File: src/verilog/rwu_pkg.sv
package rwu_pkg;
   localparam logic [15:0] PC_NORMAL = 16'hfffe;
   localparam logic [15:0] PC_SPROM = 16'h1ffe;
   localparam logic [15:0] VECTOR_LO = 16'hfffe;
   localparam logic [15:0] SP_RESET = 16'h00ff;
   localparam int WARMUP_CYCLES = 4096;
   localparam int TRIM_W = 8;
   localparam int NVM_AW = 2;
   localparam logic [NVM_AW-1:0] TRIM_ADDR = 2'h0;
   localparam logic [NVM_AW-1:0] TRIM_CHK_ADDR = 2'h1;
   localparam int TRIM_LOAD_CYCLES = 3;
   localparam logic [11:0] OFS_CTRL = 12'h000;
   localparam logic [11:0] OFS_STATUS = 12'h004;
   localparam logic [11:0] OFS_TRIM = 12'h008;
   localparam logic [11:0] OFS_CAUSE = 12'h00c;
   localparam logic [7:0] CAUSE_CLEAR_CODE = 8'h71;
   localparam int ST_RESET = 0;
   localparam int ST_WARMUP = 1;
   localparam int ST_RUN = 2;
   localparam int ST_TRIM_BAD = 3;
   localparam int ST_VDET_EN = 4;
   typedef enum logic [1:0] {PH_RESET, PH_WARMUP, PH_RUN} phase_t;
endpackage

File: src/verilog/reset_warmup_sequencer.sv
module reset_warmup_sequencer #(
   parameter int WARMUP_COUNT = rwu_pkg::WARMUP_CYCLES
) (
   // Clock and bus reset
   input wire logic aclk,
   input wire logic aresetn,
   // Reset requests
   input wire logic por_req,
   input wire logic pin_reset_n,
   input wire logic internal_req,
   input wire logic [6:0] internal_cause,
   input wire logic serial_prom_mode,
   // Trim memory
   output logic [rwu_pkg::NVM_AW-1:0] nvm_addr,
   output logic nvm_rd,
   input wire logic [rwu_pkg::TRIM_W-1:0] nvm_data,
   // Core and peripheral state
   output logic cpu_reset,
   output logic periph_reset,
   output logic [15:0] program_counter,
   output logic [15:0] stack_pointer,
   output logic register_bank_select,
   output logic interrupt_master_enable,
   output logic interrupt_individual_enable,
   output logic interrupt_latch,
   output logic cpu_fetch_vector,
   output logic [15:0] vector_addr,
   output logic int_osc_en,
   output logic ext_hf_osc_en,
   output logic ext_lf_osc_en,
   output logic prescaler_clr,
   output logic watchdog_en,
   output logic port_oe,
   output logic vdet_en,
   output logic [rwu_pkg::TRIM_W-1:0] trim_value,
   // AXI4-Lite slave
   input wire logic [11:0] s_axi_awaddr,
   input wire logic s_axi_awvalid,
   output logic s_axi_awready,
   input wire logic [31:0] s_axi_wdata,
   input wire logic [3:0] s_axi_wstrb,
   input wire logic s_axi_wvalid,
   output logic s_axi_wready,
   output logic [1:0] s_axi_bresp,
   output logic s_axi_bvalid,
   input wire logic s_axi_bready,
   input wire logic [11:0] s_axi_araddr,
   input wire logic s_axi_arvalid,
   output logic s_axi_arready,
   output logic [31:0] s_axi_rdata,
   output logic [1:0] s_axi_rresp,
   output logic s_axi_rvalid,
   input wire logic s_axi_rready
);
   logic ext_reset;
   logic any_reset;
   logic wu_done;
   logic [31:0] wu_count;
   rwu_pkg::phase_t phase_ff;
   rwu_pkg::phase_t nxt_phase;
   logic [rwu_pkg::TRIM_W-1:0] trim_ff;
   logic [rwu_pkg::TRIM_W-1:0] trim_chk_ff;
   logic trim_bad_ff;
   logic [6:0] cause_ff;
   logic vdet_en_ff;
   logic clr_arm_ff;
   logic aw_ok_ff;
   logic w_ok_ff;
   logic [11:0] awaddr_ff;
   logic [31:0] wdata_ff;
   logic bvalid_ff;
   logic [1:0] bresp_ff;
   logic rvalid_ff;
   logic [31:0] rdata_ff;
   logic [1:0] rresp_ff;
   logic wr_fire;
   logic [31:0] wu_cnt_ctr;

   logic wr_ctrl;
   logic wr_cause;
   logic clr_hit;
   logic trim_chk_now;
   logic trim_mismatch;
   logic in_warmup;
   logic in_run;
   logic rd_take;

   assign ext_reset = por_req | ~pin_reset_n;
   assign any_reset = ext_reset | internal_req | ~aresetn;

   warmup_counter #(.COUNT(WARMUP_COUNT)) u_wu (
      .aclk(aclk),
      .clear(any_reset),
      .done(wu_done),
      .count(wu_count)
   );
   assign wu_cnt_ctr = wu_count;

   // Phase decode
   assign in_warmup = (phase_ff == rwu_pkg::PH_WARMUP);
   assign in_run = (phase_ff == rwu_pkg::PH_RUN);

   always_comb begin
      nxt_phase = phase_ff;
      case (phase_ff)
         rwu_pkg::PH_RESET: nxt_phase = rwu_pkg::PH_WARMUP;
         rwu_pkg::PH_WARMUP: begin
            if (wu_done) begin
               nxt_phase = rwu_pkg::PH_RUN;
            end
         end
         rwu_pkg::PH_RUN: nxt_phase = rwu_pkg::PH_RUN;
         default: nxt_phase = rwu_pkg::PH_RESET;
      endcase
   end

   always_ff @(posedge aclk) begin
      if (any_reset) begin
         phase_ff <= rwu_pkg::PH_RESET;
      end else begin
         phase_ff <= nxt_phase;
      end
   end

   // Trim load sequence during warm-up
   // Counter reads 1 in the first warm-up cycle: word, then check word
   assign nvm_rd = in_warmup &&
      (wu_cnt_ctr < 32'(rwu_pkg::TRIM_LOAD_CYCLES));
   assign nvm_addr = (wu_cnt_ctr == 32'h1) ? rwu_pkg::TRIM_ADDR :
      rwu_pkg::TRIM_CHK_ADDR;

   always_ff @(posedge aclk) begin
      if (!aresetn) begin
         trim_ff <= '0;
         trim_chk_ff <= '0;
      end else if (nvm_rd && wu_cnt_ctr == 32'h1) begin
         trim_ff <= nvm_data;
      end else if (nvm_rd && wu_cnt_ctr == 32'h2) begin
         trim_chk_ff <= nvm_data;
      end
   end

   // Register write decode
   assign wr_fire = aw_ok_ff && w_ok_ff && !bvalid_ff;
   assign wr_ctrl = wr_fire && (awaddr_ff == rwu_pkg::OFS_CTRL);
   assign wr_cause = wr_fire && (awaddr_ff == rwu_pkg::OFS_CAUSE);
   assign clr_hit = wr_cause && clr_arm_ff &&
      (wdata_ff[7:0] == rwu_pkg::CAUSE_CLEAR_CODE);

   // Trim check point
   assign trim_chk_now = in_warmup &&
      (wu_cnt_ctr == 32'(rwu_pkg::TRIM_LOAD_CYCLES));
   assign trim_mismatch = (trim_chk_ff != ~trim_ff);

   // Trim status, sticky; set wins over software clear
   always_ff @(posedge aclk) begin
      if (!aresetn || ext_reset) begin
         trim_bad_ff <= 1'b0;
      end else if (trim_chk_now && trim_mismatch) begin
         trim_bad_ff <= 1'b1;
      end else if (clr_hit) begin
         trim_bad_ff <= 1'b0;
      end
   end

   // Cause flags: internal resets never clear them
   always_ff @(posedge aclk) begin
      if (!aresetn || ext_reset) begin
         cause_ff <= 7'h00;
      end else if (internal_req) begin
         cause_ff <= cause_ff | internal_cause;
      end else if (clr_hit) begin
         cause_ff <= 7'h00;
      end
   end

   // Arm bit, then clear code
   always_ff @(posedge aclk) begin
      if (!aresetn || any_reset) begin
         clr_arm_ff <= 1'b0;
      end else if (wr_ctrl) begin
         clr_arm_ff <= wdata_ff[0];
      end else if (wr_cause) begin
         clr_arm_ff <= 1'b0;
      end
   end

   // Voltage detector enable
   always_ff @(posedge aclk) begin
      if (!aresetn || ext_reset) begin
         vdet_en_ff <= 1'b0;
      end else if (wr_ctrl) begin
         vdet_en_ff <= wdata_ff[1];
      end
   end

   // Core and peripheral outputs
   assign cpu_reset = !in_run;
   assign periph_reset = !in_run;
   assign program_counter = serial_prom_mode ? rwu_pkg::PC_SPROM :
      rwu_pkg::PC_NORMAL;
   assign cpu_fetch_vector = in_warmup && wu_done;
   assign vector_addr = rwu_pkg::VECTOR_LO;

   // CPU register defaults
   // No RAM, general registers or ALU flags kept here
   assign stack_pointer = rwu_pkg::SP_RESET;
   assign register_bank_select = 1'b0;

   // Interrupt state
   assign interrupt_master_enable = 1'b0;
   assign interrupt_individual_enable = 1'b0;
   assign interrupt_latch = 1'b0;

   // Oscillators and timers
   assign int_osc_en = 1'b1;
   assign ext_hf_osc_en = 1'b0;
   assign ext_lf_osc_en = 1'b0;
   assign prescaler_clr = !in_run;

   // Watchdog and ports
   assign watchdog_en = in_run;
   assign port_oe = 1'b0;

   // Status from flip-flops
   assign vdet_en = vdet_en_ff;
   assign trim_value = trim_ff;

   // AXI write address capture
   always_ff @(posedge aclk) begin
      if (!aresetn) begin
         aw_ok_ff <= 1'b0;
         awaddr_ff <= 12'h000;
      end else if (s_axi_awvalid && s_axi_awready) begin
         aw_ok_ff <= 1'b1;
         awaddr_ff <= s_axi_awaddr;
      end else if (wr_fire) begin
         aw_ok_ff <= 1'b0;
      end
   end

   // AXI write data capture
   always_ff @(posedge aclk) begin
      if (!aresetn) begin
         w_ok_ff <= 1'b0;
         wdata_ff <= 32'h0;
      end else if (s_axi_wvalid && s_axi_wready) begin
         w_ok_ff <= 1'b1;
         wdata_ff <= s_axi_wstrb[0] ? s_axi_wdata : 32'h0;
      end else if (wr_fire) begin
         w_ok_ff <= 1'b0;
      end
   end
   assign s_axi_awready = !aw_ok_ff && !bvalid_ff;
   assign s_axi_wready = !w_ok_ff && !bvalid_ff;

   always_ff @(posedge aclk) begin
      if (!aresetn) begin
         bvalid_ff <= 1'b0;
         bresp_ff <= 2'h0;
      end else if (wr_fire) begin
         bvalid_ff <= 1'b1;
         bresp_ff <= (awaddr_ff == rwu_pkg::OFS_CTRL ||
            awaddr_ff == rwu_pkg::OFS_CAUSE) ? 2'h0 : 2'h2;
      end else if (s_axi_bready) begin
         bvalid_ff <= 1'b0;
      end
   end
   assign s_axi_bvalid = bvalid_ff;
   assign s_axi_bresp = bresp_ff;

   // AXI read channel
   assign s_axi_arready = !rvalid_ff;
   assign rd_take = s_axi_arvalid && s_axi_arready;

   always_ff @(posedge aclk) begin
      if (!aresetn) begin
         rvalid_ff <= 1'b0;
         rdata_ff <= 32'h0;
         rresp_ff <= 2'h0;
      end else if (rd_take) begin
         rvalid_ff <= 1'b1;
         rresp_ff <= 2'h0;
         case (s_axi_araddr)
            rwu_pkg::OFS_CTRL: rdata_ff <= {30'h0, vdet_en_ff, clr_arm_ff};
            rwu_pkg::OFS_STATUS: rdata_ff <= {27'h0, vdet_en_ff, trim_bad_ff,
               phase_ff == rwu_pkg::PH_RUN, phase_ff == rwu_pkg::PH_WARMUP,
               phase_ff == rwu_pkg::PH_RESET};
            rwu_pkg::OFS_TRIM: rdata_ff <= {24'h0, trim_ff};
            rwu_pkg::OFS_CAUSE: rdata_ff <= {25'h0, cause_ff};
            default: begin
               rdata_ff <= 32'h0;
               rresp_ff <= 2'h2;
            end
         endcase
      end else if (s_axi_rready) begin
         rvalid_ff <= 1'b0;
      end
   end
   assign s_axi_rvalid = rvalid_ff;
   assign s_axi_rdata = rdata_ff;
   assign s_axi_rresp = rresp_ff;
endmodule

File: src/verilog/warmup_counter.sv
module warmup_counter #(
   parameter int COUNT = rwu_pkg::WARMUP_CYCLES
) (
   // Clock and control
   input wire logic aclk,
   input wire logic clear,
   // Status
   output logic done,
   output logic [31:0] count
);
   logic [31:0] count_ff;
   always_ff @(posedge aclk) begin
      if (clear) begin
         count_ff <= 32'h0;
      end else if (count_ff < 32'(COUNT)) begin
         count_ff <= count_ff + 32'h1;
      end
   end
   assign done = (count_ff >= 32'(COUNT));
   assign count = count_ff;
endmodule
File: config.mk
export PLATFORM = sky130hd
export DESIGN_NAME = reset_warmup_sequencer
export DESIGN_NICKNAME = d
export VERILOG_FILES = /design/src/verilog/rwu_pkg.sv /design/src/verilog/reset_warmup_sequencer.sv /design/src/verilog/warmup_counter.sv
export SDC_FILE = /design/constraint.sdc
export NUM_CORES = 1
export LEC_CHECK = 0
export BUFFER_PORTS_ARGS = -buffer_cell sky130_fd_sc_hd__buf_4
export CAP_MARGIN = 0
export CORE_MARGIN = 2
export CORE_UTILIZATION = 25
export DETAILED_ROUTE_END_ITERATION = 8
export PLACE_DENSITY = 0.56
export SYNTH_ARGS = -nofsm -noshare
export SYNTH_HDL_FRONTEND = slang
export SYNTH_SLANG_ARGS = --single-unit
File: constraint.sdc
create_clock -name aclk -period 4.8 [get_ports aclk]
set_clock_uncertainty 0.1 [all_clocks]
set_input_delay 0.96 -clock aclk [delete_from_list [all_inputs] [get_ports aclk]]
set_output_delay 0.96 -clock aclk [all_outputs]
set_load 0.1 [all_outputs]
# == Word level (Yosys, flattened, before mapping) ==
# Index checks and enable logic that the tools add are counted.
# classes
addsub,1
mul,0
div,0
order_cmp,3
eq_ne,12
n_shift,0
mux,21
n_bitwise,8
reduce_logical,38
# op_table
cell,n
$eq A32 B2 Y1 const B,2
$eq A12 B4 Y1 const B,3
$add A32 B1 Y32 const B,1
$eq A32 B1 Y1 const B,1
$ge A32 B13 Y1 const B,1
$lt A32 B13 Y1 const B,1
$lt A32 B2 Y1 const B,1
$pmux W8 S4,1
$logic_not A12 Y1,2
$logic_and A1 B1 Y1,17
$mux W16,1
$mux W7,2
$reduce_bool A2 Y1,7
$eq A12 B3 Y1 const B,1
$mux W1,12
$eq A8 B7 Y1 const B,1
$mux W8,1
$ne A8 B8 Y1,1
$not A8 Y8,1
$or A7 B7 Y7,1
$logic_not A1 Y1,6
$mux W2,3
$pmux W2 S3,1
$reduce_or A4 Y1,1
8 further kinds,14
# totals
ff_bits,120
latchBits,0
mem_bits_rw,0
rom_bits,0
inputBits,86
output_inout_bits,114
wordCells,100
mem_count,0

# == Logic depth before layout (Yosys ltp) ==
# Gate-level depths: netlist of the first run.
# logic_depth
word_depth,7
mapped_depth,6
mapped_depth_nobuf,6

# == Cells and area by module ==
# From an unflattened synthesis of the first run, not the netlist that was laid out.
# unflattened
cells_unflattened,567
hier_area_um2,4961.0
# modules_own_cells
mod,n_inst,cells_each,area_each_um2,seq_area_each_um2
reset_warmup_sequencer,1,439,3691.0,1241.2
warmup_counter,1,128,1270.0,640.6

# == Worst setup path after synthesis of the first run ==
# Ideal clock, no wire load.
# synth_path
path_type,register to output
startpoint,reg u_wu.count_ff[26] (netlist: u_wu.count[26])
endpoint,out nvm_rd
t_arrival_ps,3409
t_required_ps,3740
setup_slack_ps,331
stages_incl_launch_ff,4
n_path_buf,0
path_cell_list,dfxtp_1 nor4_1 nand3_1 nor3_1
# synth_between
elab_chain_len,2
# synth_lines
element,line,source
start: declaration,warmup_counter.sv:11,logic [31:0] count_ff;
start signal: assignment,warmup_counter.sv:16,count_ff <= count_ff + 32'h1;
$lt A32 B2 Y1,reset_warmup_sequencer.sv:128,(wu_cnt_ctr < 32'(rwu_pkg::TRIM_LOAD_CYCLES));
$logic_and A1 B1 Y1,reset_warmup_sequencer.sv:127,assign nvm_rd = in_warmup &&
end: declaration,reset_warmup_sequencer.sv:15,"output logic nvm_rd,"
# No other way between the ends.

# == Worst setup path in the final report of the first run ==
# layout_path
startpoint,reg u_wu.count_ff[14] (netlist: u_wu.count[14])
endpoint,out nvm_rd
# The elaborated chain is that of the path after synthesis.

==> results.tsv, run 1 <==
stage	metric	value	unit
finish	drive_gt1_frac	0.211	
finish	area_growth	18.8	%
global_route	grt_pass1_vias	3274	
placement	hpwl	8.06	mm
finish	nets	709	
sta	slew_headroom	0.500	
detailed_routing	first_iter_violations	153	
setup_path	crit_chain	nor4_2 > and4_1 > nand3_1 > nor3_1 > buf_4	
detailed_routing	wirelength	10.8	mm
sta	tns	0	ps
finish	final_util	0.306	
setup_path	critical-path-top-delay-family	simple AND/OR/NAND/NOR gates	
clock_tree	cts_tree	built	
sta	max_slew.worst_pin.slew	744	ps
sta	setup-violations-final	0	
detailed_routing	vias	3663	
setup_path	worstPathArrival	2470	ps
outcome	run_status	finished clean	
sta	finalHoldViolations	0	
setup_path	critPathMaxStageDelay	500	ps
die	die_y	143	um
synthesis	avgSynthCellArea	8.97	um2
finish	diodes	0	
power_and_ir_drop	leakage	2.46	nW
setup_path	worstSetupPathType	reg -> out	
flow_run	max_cap_viol_count	0	
synthesis	synthCells	540	
die	die-area	20500	um2
die	row_count	50	
power_and_ir_drop	p_clk_frac	0.367	
clock_tree	clock_latency	350	ps
synthesis	yosys.cell_types.count	54	
setup_path	crit_fanout	11	
clock_tree	post-cts-setup-buffers	0	
clock_tree	clk_path_buf_depth	2	
die	ioPinCount	200	
synthesis	syn-cell-area	4840	um2
power_and_ir_drop	p_sw	698	uW
power_and_ir_drop	swShare	0.353	
detailed_routing	drc_errors	0	
setup_path	path_buf_inv	1	
synthesis	seq_area_frac_synth	0.388	
clock_tree	hold_buffers	0	
global_route	grt_pass1_wl	16.6	mm
setup_path	cp-start-kind	flip-flop	
sta	fmax	283	MHz
power_and_ir_drop	p_comb_frac	0.224	
min_path	min_path_type	reg -> reg	
sta	period_share	0.736	
synthesis	async_flop_share	0	
power_and_ir_drop	power_density	343	nW/um2
min_path	min-delay-start	u_wu.count[12]	
global_route	grt.overflow.total	0	
synthesis	synth_edf_count	0	
clock_tree	clk_pin_slew	60	ps
synthesis	ys_ff_latch	94	
clock_tree	cts_num_sinks	94	
clock_tree	h-tree-depth	3	
synthesis	synth_warnings	0	
placement	port_buffers	92	
setup_path	slowest_stage	and4_1	
setup_path	reg2reg_to	trim_chk_ff[6]	
finish	final_area	5760	um2
placement	routabilityCongestion	0.748	
synthesis	synth_flop_cell	dfxtp_1	
setup_path	r2r_start	phase_ff[1]	
setup_path	r2r_cells	6	
die	die_x	143	um
power_and_ir_drop	ir_drop	0.000155	V
sta	rsz0062_at_grt	false	
sta	fin_crit	3530	ps
detailed_routing	ant_nets	0	
clock_tree	cts_buffers	9	
clock_tree	root_buffer	clkbuf_16	
detailed_routing	vias_per_cell	4.16	
min_path	holdPathStages	2	
global_route	grt_max_degree	62	
detailed_routing	avgRoutedWirePerCell	12.3	um
detailed_routing	drtPass1Iterations	4	
placement	post_dp_cell_area	5460	um2
min_path	hold_end	u_wu.count[12]	
clock_tree	cts_resized	0	
setup_path	cp-end-kind	primary output	
power_and_ir_drop	seq_power_share	0.409	
die	core_area	18800	um2
sta	drv_slew	0	
setup_path	r2r_setup_slack	2380	ps
die	start_util	0.257	
power_and_ir_drop	p_int	1.28	mW
global_route	grt_use_total	0.104	
global_route	antenna_found_initial	0	
setup_path	crit_required	3740	ps
## per-layer routing
layer | GRT usage | share of wire | vias up
li1 | - | - | 1846
met1 | 0.138 | 0.47 | 1700
met2 | 0.159 | 0.45 | 104
met3 | 0.0265 | 0.057 | 13
met4 | 0.0505 | 0.019 | 0
met5 | 0 | 0 | -
## worst max path at each step
| stage | startpoint | slack (ps) | cells past startpoint | to |
|---|---|---|---|---|
| after floorplan | u_wu.count[26] | 330 | 3 | nvm_rd |
| after CTS | u_wu.count[31] | 1230 | 5 | nvm_rd |
| after global placement | u_wu.count[31] | 1600 | 5 | nvm_rd |
| after global routing | u_wu.count[14] | 1090 | 5 | nvm_rd |
| final | u_wu.count[14] | 1270 | 5 | nvm_rd |
| after detailed placement | u_wu.count[31] | 1630 | 5 | nvm_rd |
## cells by family (layout without fill, tap and decap cells)
| group | after synthesis | after routing | share of synthesized area |
|---|---|---|---|
| multiplexers | 30 | 30 | 0.0679 |
| adder cells (fa/ha/maj) | 8 | 8 | 0.0207 |
| AND/OR/NAND/NOR | 211 | 211 | 0.241 |
| buffers and inverters | 119 | 121 | 0.160 |
| AO/OA/AOI/OAI | 67 | 67 | 0.104 |
| XOR/XNOR | 9 | 9 | 0.0163 |
| other | 2 | 80 | 0.00155 |
| flip-flops | 94 | 94 | 0.388 |
## layout make-up
class / instances / area, um2
clock buffers: 11 / 243
well taps: 260 / 325
flip-flops and latches: 94 / 1880
multi-input cells: 405 / 2500
inverters: 10 / 37.5
clock inverters: 5 / 57.6
fillers: 2008 / 13100
repair buffers: 95 / 713
## placed cells by master (no fill, tap or decap), drive strengths merged, types with 3 or more instances in the layout
master,count
a22o,3
nand2b,4
a21oi,5
mux2i,25
nand2,80
nand3,22
nor2b,6
nor2,17
clkinv,3
nor3,3
nand4,11
mux2,3
inv,11
a31oi,4
or4,6
ha,8
o21ai,6
and2,22
buf,95
nor4,12
and3,9
a31o,10
clkbuf,11
conb,80
a21boi,26
xor2,9
and4,5
a32oi,3
dfxtp,94
## power groups by stage
stage | clock, mW | combinational, mW | sequential, mW
final | 0.726 | 0.443 | 0.807
after global routing | 0.784 | 0.462 | 0.810
after CTS | 0.753 | 0.444 | 0.807
after global placement | 0 | 0.444 | 0.825
after detailed placement | 0 | 0.444 | 0.825
after floorplan | 0 | 0.417 | 0.837
## synth_stat cells (3+ instances only)
master / count / area (um2)
a31o_2: 3 / 26.3
o21ai_0: 6 / 30.0
a21oi_1: 5 / 25.0
nor2_1: 17 / 63.8
a32oi_1: 3 / 26.3
a22o_1: 3 / 26.3
inv_1: 10 / 37.5
nor4_1: 5 / 31.3
nand2_1: 80 / 300
and3_1: 9 / 56.3
a21boi_0: 26 / 195
dfxtp_1: 94 / 1880
and4_1: 5 / 43.8
nor4_4: 3 / 63.8
mux2i_1: 25 / 250
clkbuf_1: 20 / 75.1
or4_1: 5 / 37.5
a31oi_1: 4 / 25.0
mux2_2: 3 / 33.8
buf_2: 3 / 15.0
nor3_1: 3 / 15.0
ha_1: 8 / 100
nor2b_1: 6 / 37.5
nand4_1: 11 / 68.8
nand3_1: 22 / 110
a31o_1: 7 / 61.3
nor4_2: 4 / 50.1
buf_4: 84 / 631
and2_1: 22 / 138
xor2_1: 9 / 78.8
nand2b_1: 4 / 25.0
## through the flow
| step | total power [mW] | hold WS [ps] | std cells | setup slack (ps) |
|---|---|---|---|---|
| 2_1_floorplan | 1.25 | 336 | 618 | 331 |
| 3_3_place_gp | 1.27 | 353 | 864 | 1600 |
| 3_5_place_dp | 1.27 | 359 | 864 | 1630 |
| 4_1_cts | 2.00 | 369 | 880 | 1230 |
| 5_1_grt | 2.06 | 389 | 880 | 1090 |
| 6_report | 1.98 | 364 | 880 | 1270 |
## flip-flops by register name, summed over array words and instances (netlist names)
signal / count
w_ok_ff: 1
vdet_en: 1
awaddr_ff: 12
wdata_ff: 8
s_axi_bvalid: 1
phase_ff: 2
cause_ff: 7
trim_chk_ff: 8
trim_bad_ff: 1
s_axi_rdata: 8
s_axi_rresp: 1
clr_arm_ff: 1
s_axi_rvalid: 1
trim_value: 8
u_wu.count: 32
aw_ok_ff: 1
s_axi_bresp: 1
## worst register-to-register path, cell delays in order, from the launching register on
cell and delay [ps]:
dfxtp_1 330, inv_1 90, ha_1 260, inv_1 80, or4b_2 650, nor4_4 580, mux2i_1 260
No activity file was read; power rests on OpenSTA's default activity.
==> run 2, diff against run 1 <==
==> constraint.sdc (replaced) <==
create_clock -name aclk -period 3.5 [get_ports aclk]
set_clock_uncertainty 0.1 [all_clocks]
set_input_delay 0.7 -clock aclk [delete_from_list [all_inputs] [get_ports aclk]]
set_output_delay 0.7 -clock aclk [all_outputs]
set_load 0.1 [all_outputs]
==> results.tsv, run 2 (synthesis results as in run 1) <==
stage	metric	value	unit	change
outcome	run_status	finished clean		
global_route	grt_pass1_vias	3312		+1.2%
global_route	grt_max_degree	36		-42%
detailed_routing	wl_met2	5.02	mm	+3.3%
sta	worst_slack	470	ps	-796 ps
finish	largest_register_ffs	32		unchanged
detailed_routing	avgRoutedWirePerCell	12.3	um	+0.30%
finish	mostFrequentLayoutCell	buf_4		
die	die_x	143	um	unchanged
detailed_routing	vias_per_cell	4.15		-0.29%
clock_tree	cts_num_sinks	94		unchanged
global_route	antenna_found_initial	0		unchanged
clock_tree	clk_path_buf_depth	2		unchanged
die	core_area	18800	um2	unchanged
finish	multi_input_area	2500	um2	+0.20%
global_route	grt_pass1_wl	17.1	mm	+3.2%
global_route	grt.overflow.total	0		unchanged
die	ioPinCount	200		unchanged
detailed_routing	drtPass1Iterations	4		unchanged
detailed_routing	top_layer	met4		
clock_tree	cts_buffers	9		unchanged
placement	port_buffers	92		unchanged
placement	pre_cts_slack	859	ps	-773 ps
placement	dp_cells	867		+0.35%
sta	fmax	330	MHz	
die	die-area	20500	um2	unchanged
finish	ff_latch_area	1880	um2	unchanged
power_and_ir_drop	p_total	2.82	mW	+43%
finish	num-fill-cells	2000		-0.40%
power_and_ir_drop	ir_drop	0.000196	V	+26%
sta	tns	0	ps	unchanged
placement	routabilityCongestion	0.760		+1.6%
detailed_routing	first_iter_violations	140		-8.5%
min_path	holdPathStages	2		unchanged
sta	fin_crit	3030	ps	
sta	finalHoldViolations	0		unchanged
finish	final_cell_mix	buf_4, dfxtp_1, nand2_1, conb_1, a21boi_0		
power_and_ir_drop	power_density	484	nW/um2	+41%
clock_tree	cts_tree	built		
clock_tree	clk_pin_slew	60	ps	about the same
setup_path	worstSetupPathType	reg -> out		
placement	hpwl	8.32	mm	+3.3%
clock_tree	clock_latency	340	ps	about the same
finish	diodes	0		unchanged
setup_path	cp-end-kind	primary output		
sta	slew_headroom	0.380		-0.120
detailed_routing	met1_length	5.03	mm	-1.6%
die	row_count	50		unchanged
detailed_routing	wirelength	10.9	mm	+0.64%
die	start_util	0.257		unchanged
setup_path	crit_required	2700	ps	-1040 ps
finish	area_growth	20.1	%	
placement	post_dp_cell_area	5480	um2	+0.50%
setup_path	worstPathArrival	2230	ps	-240 ps
setup_path	crit_fanout	9		-2
finish	nets	712		+0.42%
clock_tree	hold_buffers	0		unchanged
setup_path	r2r_cells	6		unchanged
finish	drive_gt1_frac	0.218		+0.00701
setup_path	cp-start-kind	flip-flop		
clock_tree	post-cts-setup-buffers	0		unchanged
clock_tree	root_buffer	clkbuf_16		
detailed_routing	dr_wl_met3	703	um	+15%
die	die_y	143	um	unchanged
detailed_routing	ant_nets	0		unchanged
detailed_routing	drc_errors	0		unchanged
global_route	grt_use_total	0.106		+0.00171
sta	period_share	0.866		
sta	drv_slew	0		unchanged
finish	final_area	5820	um2	+1.1%
clock_tree	h-tree-depth	3		unchanged
finish	final_util	0.309		+0.00346
power_and_ir_drop	leakage	2.49	nW	+1.4%
sta	whs	363	ps	-1.01 ps
clock_tree	cts_resized	0		unchanged
sta	setup-violations-final	0		unchanged
sta	max_slew.worst_pin.slew	928	ps	+184 ps
flow_run	max_cap_viol_count	0		unchanged
sta	rsz0062_at_grt	false		
finish	final_cells	883		+0.34%
min_path	min_path_type	reg -> reg		
detailed_routing	vias	3665		+0.055%
## run 2: cell count changes in the layout (fill, tap and decap cells not counted)
cell	previous run	this run
buf_4	95	98
bufinv_16	1	3
clkbuf_1	1	0
clkbuf_8	1	0
clkinv_2	2	3
clkinv_4	1	0
clkinvlp_4	0	1
inv_6	1	0
nor3_1	3	2
nor3_2	0	1
## run 2: path summary, 6_finish.rpt
| check | slack [ps] | startpoint | endpoint |
|---|---|---|---|
| setup reg to reg | 1080 | phase_ff[1] | trim_chk_ff[7] |
| hold / removal | 360 | u_wu.count[12] | u_wu.count[12] |
| hold reg to reg | 360 | u_wu.count[12] | u_wu.count[12] |
| setup / recovery | 470 | u_wu.count[26] | nvm_addr[0] |
## run 2: layer usage
metal	vias up	track usage
met3	8	0.0292
met2	108	0.168
met5	-	0
met4	0	0.0313
li1	1854	-
met1	1695	0.141
## run 2: power by group
group          internal, mW  switching (mW)
clock network         0.694           0.407
registers              1.09          0.0159
logic                0.0889           0.520
total                  1.87           0.944
## run 2: cell type report
type	count	share of cell area
flip-flops and latches	94	0.323
inverters	10	0.00645
clock buffers	9	0.0387
clock inverters	7	0.0193
multi-input cells	405	0.430
well taps	260	0.0559
repair buffers	98	0.126
## run 2: critical path, cell delays in order (launching register included)
cell and delay, ps:
dfxtp_1 320, or4_4 620, nor2_1 430, nand3_1 230, buf_4 290
